==> src/verilog/blepsc_pkg.sv <==
// package: power states, timing constants and carrier structs for the power sequencer
package blepsc_pkg;

	typedef enum logic [1:0] {
		BLEPSC_DORMANT,
		BLEPSC_HIBERNATE,
		BLEPSC_SLEEP,
		BLEPSC_ACTIVE
	} blepsc_state_type;

	typedef enum logic [2:0] {
		BLEPSC_XTAL_12,
		BLEPSC_XTAL_16,
		BLEPSC_XTAL_24,
		BLEPSC_XTAL_26,
		BLEPSC_XTAL_32,
		BLEPSC_XTAL_40
	} blepsc_xtal_type;

	// clock and timing
	localparam int  CLK_MHZ           = 50;
	localparam int  STRAP_LATCH_MS    = 3;
	localparam int  STRAP_LATCH_CYC   = STRAP_LATCH_MS * 1000 * CLK_MHZ;
	localparam int  RC_CAL_CYC_DEF    = 64;
	localparam int  SYNTH_CAL_CYC_DEF = 16;
	localparam int  IDLE_CYC_DEF      = 32;
	localparam int  SLEEP_HOLD_DEF    = 256;
	localparam int  XTAL_WAKE_CYC_DEF = 8;
	localparam int  DEEP_WAKE_CYC_DEF = 32;
	localparam logic [2:0] XTAL_RESET = 3'h1;

	// reset values of outputs
	localparam logic PORT_SPI_RESET = 1'h0;

	// clock enables seen by the analog side
	typedef struct packed {
		logic rc_on;
		logic xtal_core_on;
		logic xtal_low_current;
		logic cpu_on;
	} blepsc_clk_type;

	// radio event handshake
	typedef struct packed {
		logic tx_req;
		logic rx_req;
	} blepsc_radio_req_type;

	typedef struct packed {
		logic synth_cal_busy;
		logic radio_go;
		logic radio_tx;
	} blepsc_radio_ctl_type;

endpackage

==> src/verilog/blepsc_power_ctrl.sv <==
// power-state sequencer, strap capture and host signalling for the radio module
`timescale 1ns/1ps
`default_nettype none

module blepsc_power_ctrl #(
	parameter int STRAP_CYC     = blepsc_pkg::STRAP_LATCH_CYC,
	parameter int RC_CAL_CYC    = blepsc_pkg::RC_CAL_CYC_DEF,
	parameter int SYNTH_CAL_CYC = blepsc_pkg::SYNTH_CAL_CYC_DEF,
	parameter int IDLE_CYC      = blepsc_pkg::IDLE_CYC_DEF,
	parameter int SLEEP_HOLD    = blepsc_pkg::SLEEP_HOLD_DEF,
	parameter int XTAL_WAKE     = blepsc_pkg::XTAL_WAKE_CYC_DEF,
	parameter int DEEP_WAKE     = blepsc_pkg::DEEP_WAKE_CYC_DEF
) (
	// clock and resets
	input  wire logic                             clk,
	input  wire logic                             reset,
	input  wire logic                             hard_reset_n,
	// host pins
	input  wire logic                             stay_awake_lock,
	input  wire logic                             port_select_strap,
	output logic                                  host_attention_n,
	output logic                                  port_is_spi,
	output logic                                  strap_done,
	// firmware side
	input  wire logic                             config_done,
	input  wire logic                             host_attn_req,
	input  wire logic                             wake_req,
	input  wire logic                             cmd_valid,
	output logic                                  cmd_accept,
	// radio
	input  wire blepsc_pkg::blepsc_radio_req_type radio_req,
	output blepsc_pkg::blepsc_radio_ctl_type      radio_ctl,
	// fuses and clocks
	input  wire logic                             xtal_fuse_valid,
	input  wire logic [2:0]                       xtal_fuse_sel,
	output blepsc_pkg::blepsc_xtal_type           xtal_freq,
	output blepsc_pkg::blepsc_clk_type            clk_ctl,
	output logic                                  rc_cal_busy,
	output blepsc_pkg::blepsc_state_type          power_state
);
	import blepsc_pkg::*;

	// synchronisers
	logic [1:0] rst_sync_q;
	logic [1:0] lock_sync_q;
	logic       lock_prev_q;
	wire        int_reset = reset | ~rst_sync_q[1];
	always_ff @(posedge clk or posedge reset) begin
		if (reset) begin
			rst_sync_q <= 2'h0;
		end else begin
			rst_sync_q <= {rst_sync_q[0], hard_reset_n};
		end
	end
	always_ff @(posedge clk or posedge int_reset) begin
		if (int_reset) begin
			lock_sync_q <= 2'h0;
			lock_prev_q <= 1'h0;
		end else begin
			lock_sync_q <= {lock_sync_q[0], stay_awake_lock};
			lock_prev_q <= lock_sync_q[1];
		end
	end
	wire lock_s    = lock_sync_q[1];
	wire lock_rise = lock_s & ~lock_prev_q;

	function automatic logic [31:0] dec(input logic [31:0] v);
		dec = (v == 32'h0) ? 32'h0 : v - 32'h1;
	endfunction

	// strap capture window after power-on reset
	logic [31:0] strap_cnt_q;
	logic        strap_done_q;
	logic        spi_q;
	wire         strap_end = ~strap_done_q && (strap_cnt_q == 32'(STRAP_CYC - 1));
	// latch strap once, at end of power-on window
	always_ff @(posedge clk or posedge reset) begin
		if (reset) begin
			strap_cnt_q  <= 32'h0;
			strap_done_q <= 1'h0;
			spi_q        <= PORT_SPI_RESET;
		end else if (!strap_done_q) begin
			strap_cnt_q <= strap_cnt_q + 32'h1;
			if (strap_end) begin
				strap_done_q <= 1'h1;
				spi_q        <= port_select_strap;
			end
		end
	end

	// crystal select, fuse overrides 16 MHz default
	logic [2:0] xtal_q;
	wire        fuse_ok = xtal_fuse_valid && (xtal_fuse_sel <= 3'h5);
	always_ff @(posedge clk or posedge reset) begin
		if (reset) begin
			xtal_q <= XTAL_RESET;
		end else if (!strap_done_q) begin
			xtal_q <= fuse_ok ? xtal_fuse_sel : XTAL_RESET;
		end
	end

	// power state machine
	blepsc_state_type st_q, st_d;
	logic [31:0]      tmr_q, tmr_d;
	logic             rc_cal_q;
	logic             synth_q;
	logic [31:0]      synth_cnt_q;
	logic             go_q;
	logic             go_tx_q;
	wire              cfg_ok   = config_done & strap_done_q;
	wire              radio_rq = radio_req.tx_req | radio_req.rx_req;
	wire              busy     = rc_cal_q | synth_q | go_q | radio_rq;
	wire              wake_any = wake_req | lock_rise | host_attn_req;

	always_comb begin
		st_d   = st_q;
		tmr_d  = dec(tmr_q);
		case (st_q)
			BLEPSC_ACTIVE: begin
				if (busy || wake_req || lock_s || !cfg_ok || host_attn_req) begin
					tmr_d  = 32'(IDLE_CYC);
				end else if (tmr_q == 32'h0) begin
					st_d  = BLEPSC_SLEEP;
					tmr_d = 32'(SLEEP_HOLD);
				end
			end
			BLEPSC_SLEEP: begin
				if (wake_any) begin
					st_d  = BLEPSC_ACTIVE;
					tmr_d = 32'(IDLE_CYC + XTAL_WAKE);
				end else if (tmr_q == 32'h0) begin
					st_d = BLEPSC_HIBERNATE;
				end
			end
			BLEPSC_HIBERNATE: begin
				if (wake_any) begin
					st_d   = BLEPSC_ACTIVE;
					tmr_d  = 32'(IDLE_CYC + DEEP_WAKE);
				end
			end
			default: begin
				st_d = BLEPSC_ACTIVE;
			end
		endcase
	end

	always_ff @(posedge clk or posedge int_reset) begin
		if (int_reset) begin
			st_q   <= BLEPSC_ACTIVE;
			tmr_q  <= 32'h0;
		end else begin
			st_q   <= st_d;
			tmr_q  <= tmr_d;
		end
	end

	// rc calibration on every active entry
	logic [31:0] rc_cnt_q;
	wire         enter_act = (st_d == BLEPSC_ACTIVE) && (st_q != BLEPSC_ACTIVE);
	always_ff @(posedge clk or posedge int_reset) begin
		if (int_reset) begin
			rc_cal_q <= 1'h1;
			rc_cnt_q <= 32'(RC_CAL_CYC);
		end else if (enter_act) begin
			rc_cal_q <= 1'h1;
			rc_cnt_q <= 32'(RC_CAL_CYC);
		end else if (rc_cal_q) begin
			rc_cnt_q <= dec(rc_cnt_q);
			rc_cal_q <= (rc_cnt_q > 32'h1);
		end
	end

	// synth calibration before each radio event
	wire start_cal = radio_rq && !synth_q && !go_q && (st_q == BLEPSC_ACTIVE);
	always_ff @(posedge clk or posedge int_reset) begin
		if (int_reset) begin
			synth_q     <= 1'h0;
			synth_cnt_q <= 32'h0;
			go_q        <= 1'h0;
			go_tx_q     <= 1'h0;
		end else if (start_cal) begin
			synth_q     <= 1'h1;
			synth_cnt_q <= 32'(SYNTH_CAL_CYC);
			go_tx_q     <= radio_req.tx_req;
		end else if (synth_q) begin
			synth_cnt_q <= dec(synth_cnt_q);
			if (synth_cnt_q <= 32'h1) begin
				synth_q <= 1'h0;
				go_q    <= 1'h1;
			end
		end else begin
			go_q <= 1'h0;
		end
	end

	// outputs straight from flops
	logic           attn_n_q;
	logic           accept_q;
	blepsc_clk_type clk_q;
	always_ff @(posedge clk or posedge int_reset) begin
		if (int_reset) begin
			attn_n_q <= 1'h1;
			accept_q <= 1'h0;
			clk_q    <= '{rc_on: 1'h1, xtal_core_on: 1'h1, xtal_low_current: 1'h0, cpu_on: 1'h1};
		end else begin
			attn_n_q <= ~host_attn_req;
			accept_q <= cmd_valid && (st_d == BLEPSC_ACTIVE) && (st_q == BLEPSC_ACTIVE);
			clk_q.rc_on            <= 1'h1;
			clk_q.xtal_core_on     <= (st_d != BLEPSC_HIBERNATE);
			clk_q.xtal_low_current <= (st_d == BLEPSC_SLEEP);
			clk_q.cpu_on           <= (st_d == BLEPSC_ACTIVE);
		end
	end

	assign host_attention_n = attn_n_q;
	assign port_is_spi      = spi_q;
	assign strap_done       = strap_done_q;
	assign cmd_accept       = accept_q;
	assign radio_ctl        = '{synth_cal_busy: synth_q, radio_go: go_q, radio_tx: go_tx_q};
	assign xtal_freq        = blepsc_xtal_type'(xtal_q);
	assign clk_ctl          = clk_q;
	assign rc_cal_busy      = rc_cal_q;
	assign power_state      = st_q;

	// checks
	// never dormant
	a_no_dormant_state: assert property (@(posedge clk) disable iff (int_reset)
		st_q != BLEPSC_DORMANT) else $error("dormant state selected");
	a_lock_keeps_awake: assert property (@(posedge clk) disable iff (int_reset)
		lock_s && st_q == BLEPSC_ACTIVE |=> st_q == BLEPSC_ACTIVE)
		else $error("left active while lock held");
	a_lock_edge_wakes: assert property (@(posedge clk) disable iff (int_reset)
		lock_rise |=> st_q == BLEPSC_ACTIVE) else $error("lock edge did not wake");
	a_cal_before_radio: assert property (@(posedge clk) disable iff (int_reset)
		$rose(go_q) |-> $past(synth_q)) else $error("radio started without calibration");
	a_cal_length_ok: assert property (@(posedge clk) disable iff (int_reset)
		start_cal && (SYNTH_CAL_CYC == 16) |=> synth_q [*8] ##1 synth_q [*8] ##1 (go_q && !synth_q))
		else $error("calibration length wrong");
	a_accept_only_active: assert property (@(posedge clk) disable iff (int_reset)
		accept_q |-> st_q == BLEPSC_ACTIVE) else $error("command accepted while asleep");
	a_hib_xtal_off: assert property (@(posedge clk) disable iff (int_reset)
		st_q == BLEPSC_HIBERNATE && $past(st_q) == BLEPSC_HIBERNATE |-> !clk_q.xtal_core_on)
		else $error("crystal on in hibernate");
	a_sleep_xtal_low: assert property (@(posedge clk) disable iff (int_reset)
		st_q == BLEPSC_SLEEP |-> clk_q.xtal_core_on && clk_q.xtal_low_current)
		else $error("crystal not low current in sleep");
	a_rc_cal_on_wake: assert property (@(posedge clk) disable iff (int_reset)
		enter_act |=> rc_cal_q) else $error("rc calibration not started");
	a_attn_follows_req: assert property (@(posedge clk) disable iff (int_reset)
		host_attn_req |=> !host_attention_n) else $error("attention not asserted");
	a_strap_stable: assert property (@(posedge clk) disable iff (reset)
		strap_done_q && $past(strap_done_q) |-> $stable(spi_q)) else $error("strap changed");

	c_enter_sleep: cover property (@(posedge clk) disable iff (int_reset)
		st_q == BLEPSC_ACTIVE ##1 st_q == BLEPSC_SLEEP);
	c_enter_hib: cover property (@(posedge clk) disable iff (int_reset)
		st_q == BLEPSC_SLEEP ##1 st_q == BLEPSC_HIBERNATE);
	c_radio_event: cover property (@(posedge clk) disable iff (int_reset) $rose(go_q));
	c_lock_wake: cover property (@(posedge clk) disable iff (int_reset)
		st_q == BLEPSC_HIBERNATE ##1 lock_rise);

endmodule

`default_nettype wire

==> config.mk <==
export PLATFORM = sky130hd
export DESIGN_NAME = blepsc_power_ctrl
export DESIGN_NICKNAME = d
export VERILOG_FILES = /design/src/verilog/blepsc_pkg.sv /design/src/verilog/blepsc_power_ctrl.sv
export SDC_FILE = /design/constraint.sdc
export NUM_CORES = 1
export LEC_CHECK = 0
export ABC_AREA = 1
export ABC_CLOCK_PERIOD_IN_PS = 9300
export BUFFER_PORTS_ARGS = -buffer_cell sky130_fd_sc_hd__buf_2
export CORE_MARGIN = 10
export CORE_UTILIZATION = 38
export CTS_CLUSTER_SIZE = 8
export DETAILED_ROUTE_END_ITERATION = 7
export PLACE_DENSITY = 0.59
export SKIP_LAST_GASP = 1
export SYNTH_ARGS = -nofsm -noshare
export SYNTH_HDL_FRONTEND = slang
export SYNTH_SLANG_ARGS = --single-unit
==> constraint.sdc <==
create_clock -name clk -period 9.3 [get_ports clk]
set_input_delay 1.395 -clock clk [delete_from_list [all_inputs] [get_ports clk]]
set_output_delay 1.395 -clock clk [all_outputs]
set_load 0.02 [all_outputs]
==> summary.txt <==
Logic synthesis
  • Synthesis-stage register bit count: approximately 150
  • Avg Cell Area, Syn: about 7.3 um^2
  • FFs w/ async S/R, synth: 100.0%
  • Cell variety after synth: 44
  • Post-synth EDFFs: 0
  • Mapped Cells: 1213
  • Ys Warns: 0
  • Synthesized cell area: 8812 um^2
  • Net Count, Synth: ~1200
  • Ys flop type: dfrtp_1
  • Sequential area share after synthesis: a little over two fifths

Setup path
  • CP Class: reg2reg
  • CP Capture Type: flop
  • Crit Path Max Fanout: 35
  • Startpoint Class: flop
  • Flop2flop setup slack: ~6 ns
  • Slowest stage delay, CP: roughly 0.98 ns
  • WP buf/inv: 2
  • CP max-delay cell: dfstp_2
  • Worst r2r src: rc_cal_busy
  • Arr. time, crit path: 3.61 ns
  • Critical path's top delay family: simple AND/OR/NAND/NOR gates
  • Required @ worst endpoint: a little under 10 ns
  • Crit path launch: rc_cal_busy
  • Most common cell on crit path: nand2_1
  • CP cell instances: inv_2, nand4_1, nor2_1, a21oi_1, nand2_1, nand2_1, inv_1, nand2_1, nor2_1

Die
  • FP Rows: 55
  • Total die area: 29680 um^2
  • CORE AREA: 22710 um^2
  • DIE HEIGHT: 172.3 um
  • Die W: ~170 um
  • Initial Utilization: 38.80%
  • I/O pin total: 32

Cells and area
  • Nets: roughly 1300
  • Area growth syn-to-layout: 10.51%
  • Final instance area: 9738 um^2
  • Layout cells sized above 1: between 8 and 9%
  • Finished Core Util: a little over two fifths
  • Final Non-Filler Cells: around 1500
  • ANT cells: 0

Timing
  • Worst rel slew slack: approximately 32%
  • RSZ-0062 raised after global routing: no
  • Final worst-path cycle share: between 30% and 40%
  • Final TNS setup: 0 ns
  • Skew final: between 0.01 and 0.015 ns
  • Slew Limit Fails: 0
  • Worst Slack Setup Final: ~6 ns
  • Final Hold Viols: 0
  • Final setup viols: 0
  • Post-route minimum period: roughly 3.3 ns
  • Worst hold slack: around 0.35 ns
  • Max Clk Rate: between 300 and 400 MHz
  • Worst Max-Slew Pin Slew: between 1 and 1.5 ns

Clock tree
  • Hold_buf cts: 0
  • PostCTS Resize Cnt: 0
  • CTS tree: yes
  • Number of CTS-inserted buffers: 17
  • Clock sinks: roughly 150
  • Worst-Skew Late Latency: roughly 0.43 ns
  • CTS clk-pin slew, worst paths: about 0.06 ns
  • H-tree level count: 4
  • CTS Root Buffer Type: clkbuf_16
  • Clock Path Buffers: 2
  • Post-CTS setup buffer count: 0

Routing
  • Routed WL per cell: around 13 um
  • Final wirelength: around 20000 um
  • Initial DRC count: roughly 550
  • Total number of vias: 7506
  • DRC viols: 0
  • DRT Pass-1 Iters: 5
  • Final ANT Viol Nets: 0
  • Via/cell ratio: 4.890

Global routing
  • Vias in the first global route: between 7000 and 8000
  • GR Util All Layers: between 10% and 20%
  • First-pass GRT wire length: around 35000 um
  • Grt total ovfl: 0
  • Largest net degree at the start of global routing: 65
  • Initial antenna violation count: 0

Power
  • Tot Pwr: 2.779 mW
  • P_leak: 4.881 nW
  • VDD IR-drop max: approximately 0.000097 V
  • PD cells: roughly 290 nW/um^2

Placed design
  • Pre-CTS WS: 5.898 ns
  • Dpl hpwl: around 15000 um
  • Number of I/O port buffers: 30
  • Cell Area, Placed: 9160 um^2
  • # placed instances: ~1500
  • Gpl congestion: 0.8612

Job
  • Total of max-cap violations: 0

Status
  • Outcome: completed

Min path
  • Hold Path Class: reg2reg
  • Hold_sp: lock_sync_q[0]
## cell families after synthesis
family                   count (synthesis)  share of synthesized area (%)
XOR/XNOR                                70                          6.957
multiplexers                             1                         0.1278
buffers and inverters                  157                          7.710
other                                    1                        0.04255
flip-flops                             149                          42.43
AO/OA/AOI/OAI                           72                          4.472
adder cells (fa/ha/maj)                  9                          1.278
AND/OR/NAND/NOR                        754                          36.99
## worst reg2reg max path, cell delays in order, from the launching register on
cell,delay [ns]
dfstp_2,0.98
inv_2,0.49
nand4_1,0.23
nor2_1,0.08
a21oi_1,0.25
nand2_1,0.11
nand2_1,0.69
inv_1,0.19
nand2_1,0.11
nor2_1,0.04
## where the power goes
part	total, mW	leakage (nW)	switching, mW	internal (mW)
clock network	0.690	0.281	0.285	0.405
registers	0.914	1.97	0.133	0.780
logic	1.18	2.63	0.784	0.392
## registers in the layout (all words and copies together), names as in the netlist, 2 cells and up
signal and flops:
clk_ctl 3, rst_sync_q 2, rc_cnt_q 32, power_state 2, synth_cnt_q 32, xtal_freq 3
strap_cnt_q 32, lock_sync_q 2, tmr_q 32
## worst paths after layout
path,to,cells after the start
setup / recovery,tmr_q[31],9
hold / removal,lock_sync_q[1],0
setup reg to reg,tmr_q[31],9
hold reg to reg,lock_sync_q[1],0
max in group asynchronous,rc_cnt_q[22],4
min in group asynchronous,tmr_q[14],3
## cells in the final DEF (no fill, tap or decap), types with 28 or more instances in the layout
| cell type | synthesis | final |
|---|---|---|
| a21oi_1 | 28 | 28 |
| buf_2 | 9 | 30 |
| dfrtp_1 | 141 | 141 |
| inv_1 | 125 | 125 |
| nand2_1 | 276 | 276 |
| nand3_1 | 120 | 120 |
| nor2_1 | 260 | 258 |
| nor3_1 | 36 | 36 |
| o21ai_0 | 30 | 30 |
| xor2_1 | 56 | 56 |
## layout make-up
class	count	area [um^2]
fillers	2323	12970
multi-input cells	907	4404
flip-flops and latches	149	3739
inverters	128	480.5
clock buffers	22	454.2
well taps	285	356.6
repair buffers	34	180.2
clock inverters	10	123.9
## cell usage after synthesis (3+ instances only)
cell      number  area [um^2]
nand4_1       22        137.6
inv_2          3        11.26
or2_2          8        50.05
buf_2          9        45.04
dfrtp_1      141         3528
nor3_1        36        180.2
nor2_2         7        43.79
buf_4          7        52.55
xnor2_1       14        122.6
buf_6          7        78.83
nor2_1       260        975.9
ha_1           9        112.6
nand3_1      120        600.6
o21ai_0       30        150.1
inv_1        125        469.2
o21bai_1       4        30.03
a21oi_1       28        140.1
nand2_2        6        37.54
nand2_1      276         1036
clkbuf_1       5        18.77
dfstp_2        8        210.2
xor2_1        56        490.5
nand3_2        4        40.04
## routing by layer
| metal | vias to the layer above | track usage, % | part of all wire (%) |
|---|---|---|---|
| li1 | 3891 | - | - |
| met1 | 3504 | 19.85 | 51 |
| met2 | 88 | 23.12 | 45 |
| met3 | 23 | 2.896 | 2.9 |
| met4 | 0 | 4.160 | 1.4 |
| met5 | - | 0 | 0 |
Note: power is estimated with default switching activity, not from simulation.
